`src/logic/dmaca_params.svh`:
```
// offsets, field positions, reset values and timing counts of the dma channel arbiter
`ifndef DMACA_PARAMS_SVH
`define DMACA_PARAMS_SVH

`define DMACA_NCH 4
`define DMACA_CH_BITS 2
`define DMACA_OFS_FLAGS 8'h00
`define DMACA_OFS_FCLR 8'h04
`define DMACA_OFS_CH0 8'h10
`define DMACA_SUB_CFG 2'h0
`define DMACA_SUB_CNT 2'h1
`define DMACA_SUB_PADR 2'h2
`define DMACA_SUB_MADR 2'h3

`define DMACA_CFG_EN 0
`define DMACA_CFG_TCIE 1
`define DMACA_CFG_HTIE 2
`define DMACA_CFG_TEIE 3
`define DMACA_CFG_DIR 4
`define DMACA_CFG_CIRC 5
`define DMACA_CFG_PINC 6
`define DMACA_CFG_MINC 7
`define DMACA_CFG_PSZ 8
`define DMACA_CFG_MSZ 9
`define DMACA_CFG_PRIO 10
`define DMACA_CFG_M2M 12

`define DMACA_FLG_TC 0
`define DMACA_FLG_HT 1
`define DMACA_FLG_TE 2
`define DMACA_FLG_STRIDE 4

`define DMACA_CFG_RST 13'h0000
`define DMACA_CNT_RST 16'h0000
`define DMACA_ADR_RST 32'h00000000
`define DMACA_FLAGS_RST 16'h0000

`define DMACA_ACK_CYCLES 1
`define DMACA_STEP_BYTE 32'h00000001
`define DMACA_STEP_WORD 32'h00000004

`endif

```
`src/logic/dmaca_pkg.sv`:
```
// types shared by the dma channel arbiter
`default_nettype none
package dmaca_pkg;
   typedef enum logic [1:0] {ST_IDLE, ST_RD, ST_WR, ST_ACK} dmaca_state_e;
   typedef logic [12:0] dmaca_cfg_t;
   typedef logic [15:0] dmaca_cnt_t;
   typedef struct packed {
      logic we;
      logic [31:0] adr;
      logic [3:0] sel;
      logic [31:0] dat;
   } dmaca_mreq_s;
endpackage
`default_nettype wire

```
`src/logic/dmaca_top.sv`:
```
// multi-channel dma controller with strict-priority channel arbiter
//
// The Wishbone interface to the registers and the placing of the registers are this design's own decisions.
`timescale 1ns/1ps
`default_nettype none
`include "dmaca_params.svh"

module dmaca_top (
   input wire logic CLOCK_IN,
   input wire logic RST_N_IN,
   input wire logic WB_CYC_IN,
   input wire logic WB_STB_IN,
   input wire logic WB_WE_IN,
   input wire logic [7:0] WB_ADR_IN,
   input wire logic [3:0] WB_SEL_IN,
   input wire logic [31:0] WB_DAT_IN,
   output logic [31:0] WB_DAT_OUT,
   output logic WB_ACK_OUT,
   output logic M_CYC_OUT,
   output logic M_STB_OUT,
   output logic M_WE_OUT,
   output logic [31:0] M_ADR_OUT,
   output logic [3:0] M_SEL_OUT,
   output logic [31:0] M_DAT_OUT,
   input wire logic [31:0] M_DAT_IN,
   input wire logic M_ACK_IN,
   input wire logic M_ERR_IN,
   input wire logic [3:0] PREQ_IN,
   output logic [3:0] PACK_OUT,
   output logic [3:0] IRQ_OUT
);

   localparam int NCH = `DMACA_NCH;

   dmaca_pkg::dmaca_cfg_t cfg_q [NCH];
   dmaca_pkg::dmaca_cfg_t cfg_d [NCH];
   dmaca_pkg::dmaca_cnt_t cnt_q [NCH];
   dmaca_pkg::dmaca_cnt_t cnt_d [NCH];
   dmaca_pkg::dmaca_cnt_t reload_q [NCH];
   dmaca_pkg::dmaca_cnt_t reload_d [NCH];
   logic [31:0] pbase_q [NCH];
   logic [31:0] pbase_d [NCH];
   logic [31:0] mbase_q [NCH];
   logic [31:0] mbase_d [NCH];
   logic [31:0] pcur_q [NCH];
   logic [31:0] pcur_d [NCH];
   logic [31:0] mcur_q [NCH];
   logic [31:0] mcur_d [NCH];
   logic [15:0] flags_q;
   logic [15:0] flags_d;
   logic [3:0] irq_q;
   logic [3:0] irq_d;
   dmaca_pkg::dmaca_state_e state_q;
   dmaca_pkg::dmaca_state_e state_d;
   logic [`DMACA_CH_BITS-1:0] ch_q;
   logic [`DMACA_CH_BITS-1:0] ch_d;
   dmaca_pkg::dmaca_mreq_s mreq_q;
   dmaca_pkg::dmaca_mreq_s mreq_d;
   logic [1:0] lane_q;
   logic [1:0] lane_d;
   logic [1:0] ack_ctr_q;
   logic [1:0] ack_ctr_d;
   logic wb_ack_q;
   logic wb_ack_d;
   logic [31:0] wb_dat_q;
   logic [31:0] wb_dat_d;

   logic [NCH-1:0] pend;
   logic gnt_valid;
   logic [`DMACA_CH_BITS-1:0] gnt_ch;
   logic [1:0] gnt_prio;

   // byte-enable merge of a bus write into a register word
   function automatic logic [31:0] merge(input logic [31:0] old, input logic [31:0] nw, input logic [3:0] sel);
      logic [31:0] r;
      r = old;
      for (int b = 0; b < 4; b++) begin
         if (sel[b]) begin
            r[8*b +: 8] = nw[8*b +: 8];
         end
      end
      return r;
   endfunction

   // address step per item: a byte item walks byte addresses so bytes pack into words
   function automatic logic [31:0] step(input logic narrow);
      return narrow ? `DMACA_STEP_BYTE : `DMACA_STEP_WORD;
   endfunction

   // a hardware request from same-clock peripheral logic needs no synchroniser
   always_comb begin
      for (int i = 0; i < NCH; i++) begin
         pend[i] = cfg_q[i][`DMACA_CFG_EN] && (cnt_q[i] != 16'h0000)
                   && (cfg_q[i][`DMACA_CFG_M2M] || PREQ_IN[i]);
      end
   end

   // ascending scan with strict greater-than keeps the lower number on a tie; no rotation state at all
   always_comb begin
      gnt_valid = 1'b0;
      gnt_ch = '0;
      gnt_prio = 2'h0;
      for (int i = 0; i < NCH; i++) begin
         if (pend[i] && (!gnt_valid || cfg_q[i][`DMACA_CFG_PRIO +: 2] > gnt_prio)) begin
            gnt_valid = 1'b1;
            gnt_ch = `DMACA_CH_BITS'(i);
            gnt_prio = cfg_q[i][`DMACA_CFG_PRIO +: 2];
         end
      end
   end

   always_comb begin
      logic narrow;
      logic dir;
      logic [31:0] src;
      logic [31:0] dst;
      logic [7:0] item;
      logic [15:0] cnt_new;
      logic [15:0] set_v;
      logic [15:0] clr_v;
      logic wb_req;
      logic [3:0] wgrp;
      logic [`DMACA_CH_BITS-1:0] wch;
      logic wch_ok;
      dmaca_pkg::dmaca_cfg_t cfg_w;
      narrow = 1'b0;
      dir = 1'b0;
      src = 32'h00000000;
      dst = 32'h00000000;
      item = 8'h00;
      cnt_new = 16'h0000;
      set_v = 16'h0000;
      clr_v = 16'h0000;
      cfg_w = '0;
      wb_req = WB_CYC_IN && WB_STB_IN && !wb_ack_q;
      wgrp = WB_ADR_IN[7:4];
      wch = `DMACA_CH_BITS'(wgrp - 4'h1);
      wch_ok = (wgrp >= 4'h1) && (wgrp <= 4'(NCH));
      cfg_d = cfg_q;
      cnt_d = cnt_q;
      reload_d = reload_q;
      pbase_d = pbase_q;
      mbase_d = mbase_q;
      pcur_d = pcur_q;
      mcur_d = mcur_q;
      state_d = state_q;
      ch_d = ch_q;
      mreq_d = mreq_q;
      lane_d = lane_q;
      ack_ctr_d = ack_ctr_q;
      narrow = ~cfg_q[ch_q][`DMACA_CFG_PSZ] | ~cfg_q[ch_q][`DMACA_CFG_MSZ];
      dir = cfg_q[ch_q][`DMACA_CFG_DIR];
      unique case (state_q)
         dmaca_pkg::ST_IDLE: begin
            if (gnt_valid) begin
               ch_d = gnt_ch;
               src = cfg_q[gnt_ch][`DMACA_CFG_DIR] ? mcur_q[gnt_ch] : pcur_q[gnt_ch];
               mreq_d.we = 1'b0;
               mreq_d.adr = {src[31:2], 2'b00};
               mreq_d.sel = 4'hf;
               mreq_d.dat = 32'h00000000;
               lane_d = src[1:0];
               state_d = dmaca_pkg::ST_RD;
            end
         end
         dmaca_pkg::ST_RD: begin
            if (M_ERR_IN) begin
               set_v[`DMACA_FLG_STRIDE*ch_q + `DMACA_FLG_TE] = 1'b1;
               cfg_d[ch_q][`DMACA_CFG_EN] = 1'b0;
               state_d = dmaca_pkg::ST_IDLE;
            end else if (M_ACK_IN) begin
               item = 8'(M_DAT_IN >> {lane_q, 3'b000});
               dst = dir ? pcur_q[ch_q] : mcur_q[ch_q];
               mreq_d.we = 1'b1;
               mreq_d.adr = {dst[31:2], 2'b00};
               if (narrow) begin
                  mreq_d.sel = 4'(4'h1 << dst[1:0]);
                  mreq_d.dat = {4{item}};
               end else begin
                  mreq_d.sel = 4'hf;
                  mreq_d.dat = M_DAT_IN;
               end
               state_d = dmaca_pkg::ST_WR;
            end
         end
         dmaca_pkg::ST_WR: begin
            if (M_ERR_IN) begin
               set_v[`DMACA_FLG_STRIDE*ch_q + `DMACA_FLG_TE] = 1'b1;
               cfg_d[ch_q][`DMACA_CFG_EN] = 1'b0;
               state_d = dmaca_pkg::ST_IDLE;
            end else if (M_ACK_IN) begin
               cnt_new = cnt_q[ch_q] - 16'h0001;
               cnt_d[ch_q] = cnt_new;
               if (cfg_q[ch_q][`DMACA_CFG_PINC]) begin
                  pcur_d[ch_q] = pcur_q[ch_q] + step(narrow);
               end
               if (cfg_q[ch_q][`DMACA_CFG_MINC]) begin
                  mcur_d[ch_q] = mcur_q[ch_q] + step(narrow);
               end
               if (cnt_new == {1'b0, reload_q[ch_q][15:1]}) begin
                  set_v[`DMACA_FLG_STRIDE*ch_q + `DMACA_FLG_HT] = 1'b1;
               end
               if (cnt_new == 16'h0000) begin
                  set_v[`DMACA_FLG_STRIDE*ch_q + `DMACA_FLG_TC] = 1'b1;
                  if (cfg_q[ch_q][`DMACA_CFG_CIRC]) begin
                     cnt_d[ch_q] = reload_q[ch_q];
                     pcur_d[ch_q] = pbase_q[ch_q];
                     mcur_d[ch_q] = mbase_q[ch_q];
                  end else begin
                     cfg_d[ch_q][`DMACA_CFG_EN] = 1'b0;
                  end
               end
               if (cfg_q[ch_q][`DMACA_CFG_M2M]) begin
                  state_d = dmaca_pkg::ST_IDLE;
               end else begin
                  ack_ctr_d = 2'(`DMACA_ACK_CYCLES - 1);
                  state_d = dmaca_pkg::ST_ACK;
               end
            end
         end
         dmaca_pkg::ST_ACK: begin
            if (ack_ctr_q == 2'h0) begin
               state_d = dmaca_pkg::ST_IDLE;
            end else begin
               ack_ctr_d = ack_ctr_q - 2'h1;
            end
         end
      endcase
      // register slave: one access per request, acked the cycle after it is seen
      wb_ack_d = wb_req;
      wb_dat_d = wb_dat_q;
      if (wb_req) begin
         wb_dat_d = 32'h00000000;
         if (WB_ADR_IN == `DMACA_OFS_FLAGS) begin
            wb_dat_d = {16'h0000, flags_q};
         end else if (wch_ok) begin
            unique case (WB_ADR_IN[3:2])
               `DMACA_SUB_CFG: wb_dat_d = {19'h00000, cfg_q[wch]};
               `DMACA_SUB_CNT: wb_dat_d = {16'h0000, cnt_q[wch]};
               `DMACA_SUB_PADR: wb_dat_d = pbase_q[wch];
               `DMACA_SUB_MADR: wb_dat_d = mbase_q[wch];
            endcase
         end
         if (WB_WE_IN) begin
            if (WB_ADR_IN == `DMACA_OFS_FCLR) begin
               clr_v = 16'(merge(32'h00000000, WB_DAT_IN, WB_SEL_IN));
            end else if (wch_ok) begin
               unique case (WB_ADR_IN[3:2])
                  `DMACA_SUB_CFG: begin
                     cfg_w = 13'(merge({19'h00000, cfg_q[wch]}, WB_DAT_IN, WB_SEL_IN));
                     cfg_d[wch] = cfg_w;
                     if (cfg_w[`DMACA_CFG_EN] && !cfg_q[wch][`DMACA_CFG_EN]) begin
                        cnt_d[wch] = reload_q[wch];
                        pcur_d[wch] = pbase_q[wch];
                        mcur_d[wch] = mbase_q[wch];
                     end
                  end
                  `DMACA_SUB_CNT: begin
                     reload_d[wch] = 16'(merge({16'h0000, reload_q[wch]}, WB_DAT_IN, WB_SEL_IN));
                     cnt_d[wch] = reload_d[wch];
                  end
                  `DMACA_SUB_PADR: begin
                     pbase_d[wch] = merge(pbase_q[wch], WB_DAT_IN, WB_SEL_IN);
                     pcur_d[wch] = pbase_d[wch];
                  end
                  `DMACA_SUB_MADR: begin
                     mbase_d[wch] = merge(mbase_q[wch], WB_DAT_IN, WB_SEL_IN);
                     mcur_d[wch] = mbase_d[wch];
                  end
               endcase
            end
         end
      end
      // a flag raised in the same cycle as its clear survives
      flags_d = (flags_q & ~clr_v) | set_v;
      for (int i = 0; i < NCH; i++) begin
         irq_d[i] = |(flags_d[`DMACA_FLG_STRIDE*i +: 3] & cfg_d[i][`DMACA_CFG_TEIE:`DMACA_CFG_TCIE]);
      end
   end

   always_ff @(posedge CLOCK_IN) begin
      if (!RST_N_IN) begin
         for (int i = 0; i < NCH; i++) begin
            cfg_q[i] <= `DMACA_CFG_RST;
            cnt_q[i] <= `DMACA_CNT_RST;
            reload_q[i] <= `DMACA_CNT_RST;
            pbase_q[i] <= `DMACA_ADR_RST;
            mbase_q[i] <= `DMACA_ADR_RST;
            pcur_q[i] <= `DMACA_ADR_RST;
            mcur_q[i] <= `DMACA_ADR_RST;
         end
         flags_q <= `DMACA_FLAGS_RST;
         irq_q <= 4'h0;
         state_q <= dmaca_pkg::ST_IDLE;
         ch_q <= '0;
         mreq_q <= '0;
         lane_q <= 2'h0;
         ack_ctr_q <= 2'h0;
         wb_ack_q <= 1'b0;
         wb_dat_q <= 32'h00000000;
      end else begin
         cfg_q <= cfg_d;
         cnt_q <= cnt_d;
         reload_q <= reload_d;
         pbase_q <= pbase_d;
         mbase_q <= mbase_d;
         pcur_q <= pcur_d;
         mcur_q <= mcur_d;
         flags_q <= flags_d;
         irq_q <= irq_d;
         state_q <= state_d;
         ch_q <= ch_d;
         mreq_q <= mreq_d;
         lane_q <= lane_d;
         ack_ctr_q <= ack_ctr_d;
         wb_ack_q <= wb_ack_d;
         wb_dat_q <= wb_dat_d;
      end
   end

   assign WB_ACK_OUT = wb_ack_q;
   assign WB_DAT_OUT = wb_dat_q;
   assign M_CYC_OUT = (state_q == dmaca_pkg::ST_RD) || (state_q == dmaca_pkg::ST_WR);
   assign M_STB_OUT = M_CYC_OUT;
   assign M_WE_OUT = mreq_q.we;
   assign M_ADR_OUT = mreq_q.adr;
   assign M_SEL_OUT = mreq_q.sel;
   assign M_DAT_OUT = mreq_q.dat;
   assign PACK_OUT = (state_q == dmaca_pkg::ST_ACK) ? 4'(4'h1 << ch_q) : 4'h0;
   assign IRQ_OUT = irq_q;

endmodule
`default_nettype wire

```
`config.mk`:
```
export PLATFORM = sky130hd
export DESIGN_NAME = dmaca_top
export DESIGN_NICKNAME = d
export VERILOG_FILES = /design/src/logic/dmaca_pkg.sv /design/src/logic/dmaca_top.sv
export VERILOG_INCLUDE_DIRS = /design/src /design/src/logic
export SDC_FILE = /design/constraint.sdc
export NUM_CORES = 2
export LEC_CHECK = 0
export BUFFER_PORTS_ARGS = -buffer_cell sky130_fd_sc_hd__buf_2
export CORE_UTILIZATION = 25
export DETAILED_ROUTE_END_ITERATION = 7
export PLACE_DENSITY_LB_ADDON = 0.05
export SETUP_SLACK_MARGIN = 0.2
export SYNTH_ARGS = -nofsm -noshare
export SYNTH_HDL_FRONTEND = slang
export SYNTH_SLANG_ARGS = --single-unit
```
`constraint.sdc`:
```
create_clock -name CLOCK_IN -period 12.95 [get_ports CLOCK_IN]
set_input_delay 2.59 -clock CLOCK_IN [delete_from_list [all_inputs] [get_ports CLOCK_IN]]
set_output_delay 2.59 -clock CLOCK_IN [all_outputs]
set_load 0.03 [all_outputs]
```
==> impl_metrics.ini <==
[sta]
timing.final.ws_setup_ns = 4.01
clock.fmax_mhz = 112
finalCriticalPeriod_ns = 8.94
rsz0062_at_grt = no
setup_viol = 0
worst_pin_slew_ns = 1.44
hold_viol_final = 0
final.setup_skew_ns = 0.0527
setup_tns_ns = 0
relSlewSlack_pct = 3.85
period_share_pct = 69.0
drv_slew = 0

[grt]
grt_pass1_vias = 62900
grt_antenna_before_repair = 42
track_usage_pct = 32.4
grt_max_degree = 144
gr-total-overflow = 0
grt_pass1_wl_um = 545000

[critical_path]
critPathLaunch = PREQ_IN[0]
crit_end = lane_q[0]
critPathMaxFanout = 45
r2r_slack_ns = 4.46
cp-start-kind = input port
critPathCaptureType = flop
cp_num_buf_inv = 1
worst-path-stages = 23
cpPeakStageDelay_ns = 0.92
worst-setup-path-type = input port to flop
crit_chain = buf_2 -> o21ai_0 -> nor2_1 -> nand2_1 -> ha_1 -> nor2b_1 -> a2bb2oi_1 -> o311ai_0 -> o21ai_0 -> ha_1 -> nand2_1 -> o21ai_0 -> a21o_1 -> mux2_2 -> ha_1 -> nor2b_1 -> o21ai_0 -> a21o_4 -> mux2_2 -> mux4_2 -> a211oi_1 -> a21oi_1 -> nor2_1
required_ns = 13.69
arrival_ns = 9.68
crit_family = compound AO/OA/AOI/OAI gates
r2r-start = cnt_q[59]
crit_top_cell = o21ai_0
cp_slowest_cell = mux2_2
worstReg2RegEnd = lane_q[0]
worstRegToRegCells = 23

[floorplanning]
dieArea_sq_um = 240000
core-area_sq_um = 236000
rows = 178
start_util_pct = 25.2
die_h_um = 490
die_w_um = 490
pin_count = 199

[synth]
synth_xor_area_share_pct = 1.39
synth_common_cells = nor2_1, nand2_1, dfxtp_1
synth_top_family_by_area = compound AO/OA/AOI/OAI gates
synth_seq_area_share_pct = 27.6
syn_area_sq_um = 59500
netlist_instances = 7882
synth_fa_ha_area_share_pct = 0.589
yosysMostFrequentCell = nor2_1
synthDistinctLibCells = 100
syn_area_per_cell_sq_um = 7.55
synth_edf_count = 0
yosys.area.top_type = dfxtp_1
ys_ff_latch = 820
async_flop_share_pct = 0
netlist.area_leader.share_pct = 27.6
yosys.area_share.simple_pct = 19.7
synth-compound-area-share_pct = 30.9
synth_flop_cell = dfxtp_1
synthTopCellsByArea = dfxtp_1, mux4_2, nor2_1
yosysWarnings = 0
synth.mux.area_fraction_pct = 13.9

[clock_network]
cts_tree = yes
cts_buffers = 115
cts.sinks = 820
htreeDepth = 3
hold_buffers = 0
cts.path.max_buffers = 3
cts.repair.resized = 0
postCtsSetupBuffers = 0
cts.clk_slew.worst_paths_ns = 0.07
worst_skew_pair.late_latency_ns = 0.82
root_buffer = clkbuf_16

[pwr]
p_int_mw = 4.73
seqPwrFrac_pct = 37.5
powerDensity_nw_per_um2 = 100
p_leak_nw = 21.2
p_clk_share_pct = 51.2
netSwitchingFraction_pct = 30.2
power_frac_comb_pct = 11.3
peakVddDrop_mv = 0.110
switching_power_mw = 2.04

[route]
num_vias = 67600
drc = 3
ant_nets = 0
wl_per_cell_um = 36.8
drt_wl_total_um = 400000
drt_iter0_markers = 8062
drt_first_pass_iters = 8
via_per_inst = 6.21

[min_path]
hold_path_class = flop to flop

[final_layout]
nNetsFinal = 7750
drive_gt1_share_pct = 13.9
stdcell_area_sq_um = 67400
syn2layout_area_growth_pct = 13.3
fillers = 25300

[place]
place_ws_ns = 3.30
place.gp.congestion = 0.964
io_buffers = 196
hpwlAfterDp_um = 276000
postPlaceCellArea_sq_um = 63400

[flow_run]
drv_cap = 0

[status]
violations = design-rule violations
outcome = finished with violations
layout by cell type, fill, tap and decap left out, types with 133 or more instances in the layout:
cell type / n
mux4_2: 287
nand3_1: 194
o21ai_0: 714
dfxtp_1: 818
o22ai_1: 158
a211oi_1: 456
nor2_1: 1071
buf_4: 214
o211ai_1: 227
a21oi_1: 703
nand2_1: 944
nor3_1: 133
buf_2: 194
logic make-up after synthesis:
family,count (synthesis)
flops,820
fa+ha+maj,28
buf+inv,857
xor+xnor,91
compound gates,2900
mux,460
other cells,1
simple gates,2725
power groups by stage:
| stage | Clock (mW) | Sequential (mW) | Combinational, mW |
|---|---|---|---|
| after floorplan | 0 | 2.60 | 0.421 |
| after global placement | 0 | 2.60 | 0.750 |
| after detailed placement | 0 | 2.60 | 0.747 |
| after CTS | 3.52 | 2.54 | 0.749 |
| after global routing | 3.60 | 2.54 | 0.800 |
| final | 3.46 | 2.54 | 0.766 |
area by class of cell:
type	instances	area (sq um)	share of cell area, %
multi-input cells	6206	39900	59.3
repair buffers	420	2810	4.17
clock buffers	171	3450	5.12
inverters	72	288	0.427
well taps	3150	3940	5.85
diodes	13	32.5	0.0483
flip-flops and latches	820	16400	24.4
clock inverters	42	483	0.717
registers in the layout (all words and copies together) (netlist names), 4 cells and up:
signal	flops
pbase_q	128
M_SEL_OUT	4
mbase_q	128
pcur_q	128
cnt_q	64
IRQ_OUT	4
WB_DAT_OUT	32
reload_q	64
mcur_q	128
M_DAT_OUT	32
cfg_q	52
flags_q	16
M_ADR_OUT	30
routing by layer:
metal | share of wire [%] | vias to the layer above | GRT usage (%)
met5 | 0.023 | - | 0
met4 | 6.2 | 14 | 18.2
met3 | 8.4 | 888 | 6.30
met2 | 43 | 3838 | 48.3
met1 | 43 | 34000 | 43.5
li1 | - | 28900 | -
per-stage QoR:
step / hold slack (ns) / cells / utilization (%) / power [mW]
after floorplan: 0.412 / 7883 / - / 3.02
after global placement: 0.421 / 10700 / 26.9 / 3.35
after detailed placement: 0.423 / 10700 / 26.9 / 3.34
after CTS: 0.432 / 10900 / 28.6 / 6.81
after global routing: 0.447 / 10900 / 28.6 / 6.94
final: 0.432 / 10900 / 28.6 / 6.77
worst reg2reg max path: stages (launching register included):
cell and delay [ns]:
dfxtp_1 0.35, nor4_1 0.83, and4_1 0.65, nor2_1 0.14, nand2_1 0.13, ha_1 0.26
nor2b_1 0.14, a2bb2oi_1 0.14, o311ai_0 0.89, o21ai_0 0.27, ha_1 0.34, nand2_1 0.06
o21ai_0 0.15, a21o_1 0.52, mux2_2 0.41, ha_1 0.28, nor2b_1 0.13, o21ai_0 0.24
a21o_4 0.52, mux2_2 0.96, mux4_2 0.60, a211oi_1 0.26, a21oi_1 0.06, nor2_1 0.12
worst min path at each step:
stage	from	end	slack, ns	cells after the start
final	flags_q[7]	flags_q[7]	0.43	2
after global routing	flags_q[7]	flags_q[7]	0.45	2
after CTS	flags_q[3]	flags_q[3]	0.43	2
after detailed placement	flags_q[7]	flags_q[7]	0.42	2
after global placement	flags_q[11]	flags_q[11]	0.42	2
after floorplan	flags_q[11]	flags_q[11]	0.41	2
Note: power is estimated with default switching activity, not from simulation.
